===== src/motion_config_map.vh =====
`ifndef MOTION_CONFIG_MAP_VH
`define MOTION_CONFIG_MAP_VH

// command codes and lengths in words
`define CODE_PROFILE_SHAPE   8'hc3
`define CODE_SERIAL_SELECT   8'hba
`define CODE_ENCODER_FILTER  8'h82
`define CODE_SINGLE_LOOP     8'hf4
`define CODE_SET_MODE        8'h56
`define LEN_PROFILE_SHAPE    2'h2
`define LEN_SERIAL_SELECT    2'h2
`define LEN_ENCODER_FILTER   2'h2
`define LEN_SINGLE_LOOP      2'h1
`define LEN_SET_MODE         2'h3

// profile shape limits and kinds
`define SHAPE_FULL           16'h7fff
`define SHAPE_RESET          16'h0000
`define SHAPE_TRAPEZOID      2'h0
`define SHAPE_PARTIAL        2'h1
`define SHAPE_FULL_S         2'h2

// set-mode selectors
`define SEL_LIMIT_SWITCH     16'h0000
`define SEL_GROUP_ADDR       16'h0001
`define SEL_DC_MOTOR         16'h0002
`define SEL_ANALOG_FB        16'h0003
`define SEL_PULSE_CAPTURE    16'h0007
`define SEL_START_STOP       16'h000f
`define SEL_SPI_NO_DELAY     16'h0014
`define SEL_SPI_DELAY        16'h0015
`define SEL_SPI_WAIT         16'h0016

// protocol kinds on protocol input
`define PROTO_9BIT           2'h0
`define PROTO_8BIT           2'h1

// start/stop speed and capture register numbers
`define REG_START_SPEED      8'h19
`define REG_STOP_SPEED       8'h1a
`define REG_CAPTURE_A        8'hc8
`define REG_CAPTURE_B        8'hc9

// timing at 40 mhz (25 ns)
`define CLOCK_NS             25
`define FILTER_SHORT_NS      100
`define FILTER_ALT_NS        150
`define FILTER_LONG_NS       300
// cycle counts: the ns figures over 25 ns, rounded up, sized for their registers
`define FILTER_SHORT_CYC     4'h4
`define FILTER_ALT_CYC       4'h6
`define FILTER_LONG_CYC      4'hc
`define KEEPALIVE_US         120
`define KEEPALIVE_CYC        18'h012c0

`endif


===== src/encoder_glitch_filter.v =====
`timescale 1ns/1ps
`default_nettype none
`include "motion_config_map.vh"

module encoder_glitch_filter (
	input  wire       clock,
	input  wire       rst_n,
	input  wire       enable,
	input  wire       long_filter,
	input  wire       alt_family,
	input  wire [2:0] raw,
	output wire [2:0] filtered
);
	localparam [3:0] SHORT_CYC = `FILTER_SHORT_CYC;
	localparam [3:0] ALT_CYC   = `FILTER_ALT_CYC;
	localparam [3:0] LONG_CYC  = `FILTER_LONG_CYC;

	wire [3:0] limit = long_filter ? LONG_CYC : (alt_family ? ALT_CYC : SHORT_CYC);

	// each line filtered on its own
	genvar i;
	generate
		for (i = 0; i < 3; i = i + 1) begin : line
			reg [3:0] count;
			reg       level;
			assign filtered[i] = level;
			always @(posedge clock or negedge rst_n) begin
				if (!rst_n) begin
					count <= 4'h0;
					level <= 1'b0;
				end else if (enable) begin
					if (raw[i] == level)
						count <= 4'h0;
					else if (count + 4'h1 >= limit) begin
						level <= raw[i];
						count <= 4'h0;
					end else
						count <= count + 4'h1;
				end
			end
		end
	endgenerate
endmodule // encoder_glitch_filter
`default_nettype wire


===== src/pulse_width_capture.v =====
`timescale 1ns/1ps
`default_nettype none

module pulse_width_capture (
	input  wire        clock,
	input  wire        rst_n,
	input  wire        enable,
	input  wire [3:0]  prescale_exp,
	input  wire        pulse_in,
	output reg  [15:0] width
);
	reg        last;
	reg [15:0] presc;
	reg [15:0] count;
	wire [15:0] presc_mask = (16'h0001 << prescale_exp) - 16'h0001;

	// counts cpu cycles / 2^n from rising to falling edge
	always @(posedge clock or negedge rst_n) begin
		if (!rst_n) begin
			last  <= 1'b0;
			presc <= 16'h0000;
			count <= 16'h0000;
			width <= 16'h0000;
		end else if (enable) begin
			last <= pulse_in;
			if (pulse_in && !last) begin
				// the rising cycle is the first counted one
				presc <= (presc_mask == 16'h0000) ? 16'h0000 : 16'h0001;
				count <= (presc_mask == 16'h0000) ? 16'h0001 : 16'h0000;
			end else if (pulse_in) begin
				if ((presc & presc_mask) == presc_mask) begin
					presc <= 16'h0000;
					if (count != 16'hffff)
						count <= count + 16'h0001;
				end else
					presc <= presc + 16'h0001;
			end else if (last)
				width <= count;
		end
	end
endmodule // pulse_width_capture
`default_nettype wire


===== src/motion_config_command_decoder.v =====
`timescale 1ns/1ps
`default_nettype none
`include "motion_config_map.vh"

// What this block does
// - shape command 195, two words, signed factor
// - factor 0 trapezoid, to 32766 partial, 32767 full
// - shape change refused while motion runs
// - shape applies to basic moves only
// - command 186 picks RS-232 or RS-485
// - immediate ack goes out on new line
// - command 130 picks encoder glitch filter time
// - filter only on secondary count, lines independent
// - command 244 uses internal encoder feedback
// - single loop during motion flags error
// - single loop copies position into target
// - single loop active after power-up
// - set-mode 86, three words, selector and data
// - selector 0 enables or disables limit switches
// - selector 1 answers group address, 8/9-bit only
// - selector 2 picks stepper or dc motor
// - selector 3 picks analog feedback source
// - capture counts clocks over 2^n prescale
// - captures land in registers 200 and 201
// - start/stop speeds use registers 25, 26
// - selectors 20, 21 set spi clock rate
// - selector 22 waits ticks or input low
module motion_config_command_decoder (
	input  wire        clock,
	input  wire        nrst,
	input  wire        clock_enable,
	input  wire [15:0] cmd_word,
	input  wire        cmd_word_valid,
	input  wire        cmd_first,
	input  wire        cmd_immediate,
	input  wire        motion_running,
	input  wire [1:0]  move_kind_basic,
	input  wire [1:0]  protocol_kind,
	input  wire [31:0] internal_position,
	input  wire        alt_family,
	input  wire [2:0]  encoder_lines,
	input  wire        spi_input_line,
	output reg         ack_pulse,
	output reg         ack_on_rs485,
	output reg         cmd_error,
	output reg  [1:0]  shape_kind,
	output reg  [15:0] shape_factor,
	output reg         shape_active,
	output reg         rs485_select,
	output reg         long_encoder_filter,
	output reg  [2:0]  encoder_filtered,
	output reg  [2:0]  encoder_io_raw,
	output reg         single_loop,
	output reg  [31:0] target_position,
	output reg         target_load,
	output reg         limit_switch_enable,
	output reg         group_addr_enable,
	output reg         dc_motor,
	output reg  [2:0]  analog_feedback_src,
	output reg         capture_enable,
	output reg  [15:0] capture_width_a,
	output reg  [15:0] capture_width_b,
	output reg         start_stop_enable,
	output reg  [7:0]  start_speed_reg,
	output reg  [7:0]  stop_speed_reg,
	output reg  [2:0]  spi_rate,
	output reg         spi_clock_delay,
	output reg         spi_wait_busy,
	output reg         spi_chip_select_pulse
);
	localparam [1:0] ST_IDLE  = 2'h0;
	localparam [1:0] ST_WORD1 = 2'h1;
	localparam [1:0] ST_WORD2 = 2'h2;
	localparam [17:0] KEEPALIVE = `KEEPALIVE_CYC;

	// reset release and pin synchronisers
	reg [1:0] rst_sync;
	wire      rst_n = rst_sync[1];
	reg [2:0] enc_s1;
	reg [2:0] enc_s2;
	reg       spi_s1;
	reg       spi_s2;

	always @(posedge clock or negedge nrst) begin
		if (!nrst)
			rst_sync <= 2'b00;
		else
			rst_sync <= {rst_sync[0], 1'b1};
	end

	always @(posedge clock or negedge rst_n) begin
		if (!rst_n) begin
			enc_s1 <= 3'h0;
			enc_s2 <= 3'h0;
			spi_s1 <= 1'b1;
			spi_s2 <= 1'b1;
		end else if (clock_enable) begin
			enc_s1 <= encoder_lines;
			enc_s2 <= enc_s1;
			spi_s1 <= spi_input_line;
			spi_s2 <= spi_s1;
		end
	end

	wire [2:0] enc_filt;
	encoder_glitch_filter u_filter (
		.clock      (clock),
		.rst_n      (rst_n),
		.enable     (clock_enable),
		.long_filter(long_encoder_filter),
		.alt_family (alt_family),
		.raw        (enc_s2),
		.filtered   (enc_filt)
	);

	wire [15:0] width_a;
	wire [15:0] width_b;
	reg  [3:0]  prescale_exp;
	// io lines double as capture inputs
	pulse_width_capture u_cap_a (
		.clock       (clock),
		.rst_n       (rst_n),
		.enable      (clock_enable),
		.prescale_exp(prescale_exp),
		.pulse_in    (enc_s2[1]),
		.width       (width_a)
	);
	pulse_width_capture u_cap_b (
		.clock       (clock),
		.rst_n       (rst_n),
		.enable      (clock_enable),
		.prescale_exp(prescale_exp),
		.pulse_in    (enc_s2[2]),
		.width       (width_b)
	);

	// command assembly
	reg [1:0]  state;
	reg [7:0]  opcode;
	reg [15:0] selector;
	reg [31:0] wait_ticks;
	reg [17:0] keep_count;
	reg        group_mode;
	// group answering only under the 8/9-bit protocols
	wire       proto_ok = (protocol_kind == `PROTO_8BIT) | (protocol_kind == `PROTO_9BIT);

	function [1:0] classify;
		input [15:0] f;
		begin
			if (f == 16'h0000)
				classify = `SHAPE_TRAPEZOID;
			else if (f == `SHAPE_FULL)
				classify = `SHAPE_FULL_S;
			else if (f[15])
				classify = `SHAPE_TRAPEZOID;
			else
				classify = `SHAPE_PARTIAL;
		end
	endfunction

	always @(posedge clock or negedge rst_n) begin
		if (!rst_n) begin
			state               <= ST_IDLE;
			opcode              <= 8'h00;
			selector            <= 16'h0000;
			ack_pulse           <= 1'b0;
			ack_on_rs485        <= 1'b0;
			cmd_error           <= 1'b0;
			shape_factor        <= `SHAPE_RESET;
			shape_kind          <= `SHAPE_TRAPEZOID;
			rs485_select        <= 1'b0;
			long_encoder_filter <= 1'b0;
			single_loop         <= 1'b1;
			target_position     <= 32'h00000000;
			target_load         <= 1'b0;
			limit_switch_enable <= 1'b0;
			group_addr_enable   <= 1'b0;
			group_mode          <= 1'b0;
			dc_motor            <= 1'b0;
			analog_feedback_src <= 3'h0;
			capture_enable      <= 1'b0;
			prescale_exp        <= 4'h0;
			start_stop_enable   <= 1'b0;
			spi_rate            <= 3'h0;
			spi_clock_delay     <= 1'b0;
			wait_ticks          <= 32'h00000000;
		end else if (clock_enable) begin
			ack_pulse   <= 1'b0;
			cmd_error   <= 1'b0;
			target_load <= 1'b0;
			group_addr_enable <= group_mode & proto_ok;
			if (wait_ticks != 32'h00000000) begin
				if (!spi_s2)
					wait_ticks <= 32'h00000000;
				else
					wait_ticks <= wait_ticks - 32'h00000001;
			end
			if (cmd_word_valid) begin
				if (cmd_first) begin
					opcode <= cmd_word[7:0];
					case (cmd_word[7:0])
						`CODE_SINGLE_LOOP: begin
							state        <= ST_IDLE;
							ack_pulse    <= 1'b1;
							ack_on_rs485 <= rs485_select;
							if (motion_running)
								cmd_error <= 1'b1;
							else begin
								single_loop     <= 1'b1;
								target_position <= internal_position;
								target_load     <= 1'b1;
							end
						end
						`CODE_PROFILE_SHAPE, `CODE_SERIAL_SELECT,
						`CODE_ENCODER_FILTER, `CODE_SET_MODE: state <= ST_WORD1;
						default: state <= ST_IDLE;
					endcase
				end else begin
					case (state)
						ST_WORD1: begin
							if (opcode == `CODE_SET_MODE) begin
								selector <= cmd_word;
								state    <= ST_WORD2;
							end else begin
								state        <= ST_IDLE;
								ack_pulse    <= 1'b1;
								ack_on_rs485 <= rs485_select;
								case (opcode)
									`CODE_PROFILE_SHAPE: begin
										if (motion_running)
											cmd_error <= 1'b1;
										else begin
											shape_factor <= cmd_word;
											shape_kind   <= classify(cmd_word);
										end
									end
									`CODE_SERIAL_SELECT: begin
										rs485_select <= cmd_word[0];
										if (cmd_immediate)
											ack_on_rs485 <= cmd_word[0];
									end
									`CODE_ENCODER_FILTER: long_encoder_filter <= cmd_word[0];
									default: ack_pulse <= 1'b1;
								endcase
							end
						end
						ST_WORD2: begin
							state        <= ST_IDLE;
							ack_pulse    <= 1'b1;
							ack_on_rs485 <= rs485_select;
							case (selector)
								`SEL_LIMIT_SWITCH: limit_switch_enable <= cmd_word[0];
								`SEL_GROUP_ADDR: begin
									group_mode        <= cmd_word[0];
									group_addr_enable <= cmd_word[0] & proto_ok;
								end
								`SEL_DC_MOTOR: dc_motor <= cmd_word[0];
								`SEL_ANALOG_FB: begin
									if (cmd_word <= 16'h0004)
										analog_feedback_src <= cmd_word[2:0];
								end
								`SEL_PULSE_CAPTURE: begin
									capture_enable <= (cmd_word != 16'h0000);
									prescale_exp   <= cmd_word[3:0];
								end
								`SEL_START_STOP: start_stop_enable <= cmd_word[0];
								`SEL_SPI_NO_DELAY, `SEL_SPI_DELAY: begin
									if (cmd_word <= 16'h0006) begin
										spi_rate        <= cmd_word[2:0];
										spi_clock_delay <= selector[0];
									end
								end
								`SEL_SPI_WAIT: wait_ticks <= {16'h0000, cmd_word};
								default: ack_pulse <= 1'b1;
							endcase
						end
						default: state <= ST_IDLE;
					endcase
				end
			end
		end
	end

	// registered status outputs
	always @(posedge clock or negedge rst_n) begin
		if (!rst_n) begin
			shape_active          <= 1'b0;
			encoder_filtered      <= 3'h0;
			encoder_io_raw        <= 3'h0;
			capture_width_a       <= 16'h0000;
			capture_width_b       <= 16'h0000;
			start_speed_reg       <= 8'h00;
			stop_speed_reg        <= 8'h00;
			spi_wait_busy         <= 1'b0;
			spi_chip_select_pulse <= 1'b0;
			keep_count            <= 18'h00000;
		end else if (clock_enable) begin
			shape_active     <= (move_kind_basic == 2'h1) && (shape_kind != `SHAPE_TRAPEZOID);
			encoder_filtered <= enc_filt;
			encoder_io_raw   <= enc_s2;
			if (capture_enable) begin
				capture_width_a <= width_a;
				capture_width_b <= width_b;
			end else begin
				capture_width_a <= {13'h0000, enc_filt};
				capture_width_b <= 16'h0000;
			end
			start_speed_reg <= start_stop_enable ? `REG_START_SPEED : 8'h00;
			stop_speed_reg  <= start_stop_enable ? `REG_STOP_SPEED : 8'h00;
			spi_wait_busy   <= (wait_ticks != 32'h00000000);
			spi_chip_select_pulse <= 1'b0;
			if (wait_ticks != 32'h00000000) begin
				if (keep_count >= KEEPALIVE - 18'h00001) begin
					keep_count            <= 18'h00000;
					spi_chip_select_pulse <= 1'b1;
				end else
					keep_count <= keep_count + 18'h00001;
			end else
				keep_count <= 18'h00000;
		end
	end

endmodule // motion_config_command_decoder
`default_nettype wire


===== config.mk =====
export PLATFORM = sky130hd
export DESIGN_NAME = motion_config_command_decoder
export DESIGN_NICKNAME = d
export VERILOG_FILES = /design/src/encoder_glitch_filter.v /design/src/pulse_width_capture.v /design/src/motion_config_command_decoder.v
export VERILOG_INCLUDE_DIRS = /design/src
export SDC_FILE = /design/constraint.sdc
export NUM_CORES = 1
export LEC_CHECK = 0
export ABC_CLOCK_PERIOD_IN_PS = 9000
export BUFFER_PORTS_ARGS = -buffer_cell sky130_fd_sc_hd__buf_4
export CAP_MARGIN = 25
export CELL_PAD_IN_SITES_DETAIL_PLACEMENT = 1
export CELL_PAD_IN_SITES_GLOBAL_PLACEMENT = 1
export CORE_MARGIN = 3
export CORE_UTILIZATION = 35
export DETAILED_ROUTE_END_ITERATION = 16
export HOLD_SLACK_MARGIN = 0.03
export PLACE_DENSITY = 0.64
export SLEW_MARGIN = 20
export SYNTH_ARGS = -nofsm -noshare
export SYNTH_HDL_FRONTEND = slang
export SYNTH_SLANG_ARGS = --single-unit

===== constraint.sdc =====
create_clock -name clock -period 9 [get_ports clock]
set_clock_uncertainty 0.1 [all_clocks]
set_input_delay 0.45 -clock clock [delete_from_list [all_inputs] [get_ports clock]]
set_output_delay 0.45 -clock clock [all_outputs]
set_load 0.05 [all_outputs]

### After elaboration in Yosys (flattened, before gate mapping)

Cells that the tools add are included.

* register bits after elaboration: 329
* logic and storage cells: 231
* input port bits: 64

* bitwise gates (word level): 15
* equality and inequality tests: 31
* $add $sub $neg: 10
* multiplexer cells: 71
* order comparisons: 6
* reductions and logical operators: 45
* shift operators: 1

Operators by type and width (count)
* $mux W16: 16
* $mux W32: 6
* $add A16 B1 Y16 const B: 4
* $eq A8 B8 Y1 const B: 7
* $eq A16 B5 Y1 const B: 3
* $logic_not A16 Y1: 3
* $reduce_and A5 Y1: 8
* $mux W18: 2
* $and A16 B16 Y16: 2
* $eq A16 B16 Y1: 2
* $eq A16 B2 Y1 const B: 2
* $le A16 B3 Y1 const B: 2
* $ne A16 B16 Y1 const B: 2
* $reduce_bool A32 Y1: 1
* $sub A32 B1 Y32 const B: 1
* $mux W1: 30
* $mux W4: 7
* $reduce_and A6 Y1: 4
* $add A18 B1 Y18 const B: 1
* $ge A18 B13 Y1 const B: 1
* $eq A16 B1 Y1 const B: 1
* $eq A16 B15 Y1 const B: 1
* $eq A16 B3 Y1 const B: 1
* $eq A16 B4 Y1 const B: 1
* 28 further kinds: 71

### Depth between registers and ports, before layout

* word-level depth: 7
* mapped depth: 16

### Cells and area by module

A second synthesis with hierarchy kept.

* cells, all modules: 1522
* area total of the unflattened synthesis: 15910.3 um^2

Modules (own cells, without submodules)
* motion_config_command_decoder: area an instance 9236.4 um^2, sequential area each 5032.3 um^2, cells an instance 816, instances 1
* pulse_width_capture (u_cap_b): area an instance 2792.7 um^2, sequential area each 1201.2 um^2, cells an instance 294, instances 1
* pulse_width_capture (u_cap_a): area an instance 2773.9 um^2, sequential area each 1201.2 um^2, cells an instance 298, instances 1
* encoder_glitch_filter: area an instance 1107.3 um^2, sequential area each 375.4 um^2, cells an instance 114, instances 1

### Worst setup path after synthesis

Ideal clock, no wire load.

* path type: reg-to-reg
* start: reg prescale_exp[0]
* end: reg u_cap_b.count[10]
* data required time: 8822 ps
* arrival time: 3651 ps
* cell stages (with the launch flop): 15
* clock period less this slack: 3829 ps
* buffers on the path: 3
* path slack: 5171 ps
* path through: dfrtp_1 buf_6 nor4_1 inv_1 ha_1 buf_2 nand2b_1 a2111oi_0 or4_1 or3_4 o41ai_4 nand2_2 buf_2 or3_1 a21oi_1

* word-level cells in the longest chain between the ends: 6

Ends and longest elaborated chain
* from (decl): line motion_config_command_decoder.v:118 `reg [3:0] prescale_exp;`
* from (signal assigned): line motion_config_command_decoder.v:264 `prescale_exp <= cmd_word[3:0];`
* $shl A1 B4 Y16 (*): line pulse_width_capture.v:15 `wire [15:0] presc_mask = (16'h0001 << prescale_exp) - 16'h0001;`
* $sub A16 B1 Y16 (*): line pulse_width_capture.v:15
* $and A16 B16 Y16: line pulse_width_capture.v:31 `if ((presc & presc_mask) == presc_mask) begin`
* $eq A16 B16 Y1 (*): line pulse_width_capture.v:31
* $reduce_bool A2 Y1 (no source line) (*)
* $reduce_and A4 Y1 (no source line) (*)
* to (signal assigned): line pulse_width_capture.v:29 `count <= (presc_mask == 16'h0000) ? 16'h0001 : 16'h0000;`
* to (signal assigned): line pulse_width_capture.v:34 `count <= count + 16'h0001;`
* to (decl): line pulse_width_capture.v:14 `reg [15:0] count;`

Mark *: on every way between the ends. The rest lies on a longest branch, timed or not.
A chain may end at the register's enable or synchronous reset.

### Final worst setup path

* start: reg prescale_exp[1]
* end: reg u_cap_b.count[5]

The elaborated chain is that of the path after synthesis.

==> run summary <==
Final GP Congestion = 0.795
WHS Path Cells = 2
Fmax achieved = 204 MHz
Most common library cell in the layout ignoring fill and taps = dfrtp_1
Final Setup Violations = 0
Clock sink count = 310
# fillers = 4671
Routed wire per std cell = 18.3 um
DRT iter0 DRCs = 637
Biggest cell delay along the critical path = 700 ps
Crit Path Max Fanout = 26
Final Hold Viols = 0
Mapped Area = 15000 um^2
Worst endpoint required time = 9370 ps
Critical path's top delay family = simple AND/OR/NAND/NOR gates
Max Slew Vio Count = 0
Initial Util = 35.6%
Area Overhead vs Synth = 22.2%
DIE HEIGHT = 213 um
Setup tns final = 0 ps
Worst r2r src = prescale_exp[1]
DRC = 0
Drt first pass iters = 4
Mapped Cells = 1476
Die X = 213 um
Post-synth top flop = dfrtp_1
CTS tree = yes
I/O Pins = 190
Die area = 45500 um^2
Post-synth EDFFs = 0
Met3 usage = 4.49%
H-tree depth = 2
Synthesis Warnings = 0
CP Launch Point = prescale_exp[1]
CP endpoint kind = flip-flop
Status = finished clean
Measured slew at the worst slew-check pin = 992 ps
Unique masters post-synth = 70
Initial antenna violation count = 0
FF+latch count, synth = 310
Core area = 42200 um^2
Grt total ovfl = 0
Register area share after synthesis = 51.6%
Post-synth ARST share = 100%
First-pass GRT wire length = 67500 um
Worst reg2reg path depth = 12
Via count = 11.9k
PD cells = 220 nW/um^2
Antenna-violating nets left = 0
Inserted Clock Buffers = 38
Dpl hpwl = 26800 um
Row count = 75
Crit path launch type = flip-flop
Layout cell share with drive strength beyond 1 = 23.5%
Leakage = 8.46 nW
# port buffers = 177
Synth Area per Inst = 10.2 um^2
Hold Path End = target_position[25]
CP arrival = 5270 ps
Fin crit share = 54.5%
Non-Filler Instances = 2216
Worst hold slack = 54.7 ps
Nets = 1737
Ant diodes = 0
Worst reg2reg setup slack = 4100 ps
Cells after DPL = 2118
Clk_lat worst skew = 550 ps
Hold Path Origin = internal_position[25]
Met2 Track Usage GR = 29.6%
Met1 usage = 24.1%
Busiest grt layer = met2
Pin count of the biggest net entering global routing = 147
Crit-path cells = nor4_1 -> inv_1 -> ha_1 -> nand2b_1 -> a2111oi_0 -> or4_1 -> or3_4 -> o41ai_4 -> buf_4 -> nand2_2 -> or4_1 -> a21oi_1
Number of global-route vias before repair = 12.6k
Buf/Inv on CP = 2
Tmin final = 4900 ps
CP Class = flip-flop to flip-flop
Unrepaired setup endpoints after global routing = false
CP max-delay cell = nor4_1
Most frequent cells in the layout = dfrtp_1 (307), buf_4 (190), o21ai_0 (159)
Total track usage = 18.1%
MaxCap Viol Count = 0
Vias per inst = 5.37
Worst r2r dst = u_cap_b.count[5]
Most common cell on crit path = or4_1
WL final = 40500 um
Worst-path clk slew = 60 ps
Relative slew slack = 33.4%
Root Driver = clkbuf_16
Hold WC Path Type = primary input to flip-flop
Postcts setup bufs = 0
CTS Buffer Depth = 3
Worst VDD drop = 0.111 mV
Final Util = 43.5%
Biggest regs = target_position: 32 flops, wait_ticks: 32 flops, keep_count: 18 flops
==> worst reg2reg max path: cells and delay by family, from the launching register on <==
family | cells | cell delay (ps)
buf+inv | 2 | 430
fa+ha+maj | 1 | 460
compound gates | 3 | 530
flops | 1 | 660
simple gates | 6 | 2670
==> per-stage QoR <==
stage / area [um^2] / setup slack [ps] / total power, mW
after floorplan: 15100 / 3830 / 2.26
after detailed placement: 16800 / 4060 / 2.51
after global placement: 16800 / 4200 / 2.48
after CTS: 18400 / 4070 / 4.11
final: 18400 / 4100 / 4.04
after global routing: 18400 / 3770 / 4.30
==> cell type report <==
cell class | count | area [um^2] | area share [%]
well taps | 539 | 674 | 3.67
flip-flops and latches | 310 | 7760 | 42.2
repair buffers | 226 | 1810 | 9.87
clock inverters | 12 | 164 | 0.892
inverters | 63 | 236 | 1.29
multi-input cells | 1015 | 6650 | 36.2
clock buffers | 51 | 1080 | 5.88
==> worst max-delay path by stage <==
stage,endpoint,slack [ps],depth (start not counted)
floorplan,ack_on_rs485,3830,0
global placement,u_cap_b.count[5],4200,12
detailed placement,u_cap_b.count[5],4060,12
CTS,u_cap_b.count[5],4070,12
global route,u_cap_b.count[5],3770,12
finish,u_cap_b.count[5],4100,12
==> cell usage after synthesis, types with 4 or more instances <==
master,count,area [um^2]
a21o_1,12,90.1
a21oi_1,39,195
a22oi_1,5,37.5
and3_1,41,257
and4_1,4,35.0
buf_1,9,33.8
buf_2,7,35.0
buf_4,18,135
clkbuf_1,62,233
dfrtp_1,308,7710
ha_1,19,238
inv_1,62,233
mux2_2,127,1430
mux2i_1,12,120
nand2_1,119,447
nand2b_1,29,181
nand3_1,80,400
nand3b_1,5,37.5
nand4_1,25,156
nor2_1,69,259
nor2b_1,15,93.8
nor3_1,36,180
nor3b_1,9,67.6
nor4_1,25,156
nor4b_1,6,52.6
o211ai_1,5,37.5
o21ai_0,160,801
o22ai_1,5,31.3
o2bb2ai_1,11,96.3
o311ai_0,4,35.0
o31ai_1,17,128
o41ai_1,6,52.6
or2_2,6,37.5
or3_1,15,93.8
or4_1,9,67.6
xnor2_1,20,175
xor2_1,17,149
==> power breakdown <==
group | switching, mW | internal (mW)
combinational | 0.499 | 0.306
clock | 0.593 | 0.951
sequential | 0.160 | 1.54
total | 1.25 | 2.79
==> per-layer routing <==
metal | up-vias | part of all wire, %
li1 | 5606 | -
met1 | 6023 | 46
met2 | 228 | 47
met3 | 51 | 5.4
met4 | 0 | 1.9
met5 | - | 0
==> cell families after synthesis <==
kind of cell	synth area share, %
AND/OR/NAND/NOR	17.6
AO/OA/AOI/OAI	12.1
other	0.0499
adder cells (fa/ha/maj)	1.58
multiplexers	10.3
buffers and inverters	4.58
flip-flops	51.6
XOR/XNOR	2.15
==> timing repair <==
| action | in CTS | in global routing |
|---|---|---|
| hold endpoints to repair | 35 | 0 |
| gates resized for setup | 0 | 0 |
| hold buffers | 34 | 0 |
No activity file was read; power rests on OpenSTA's default activity.
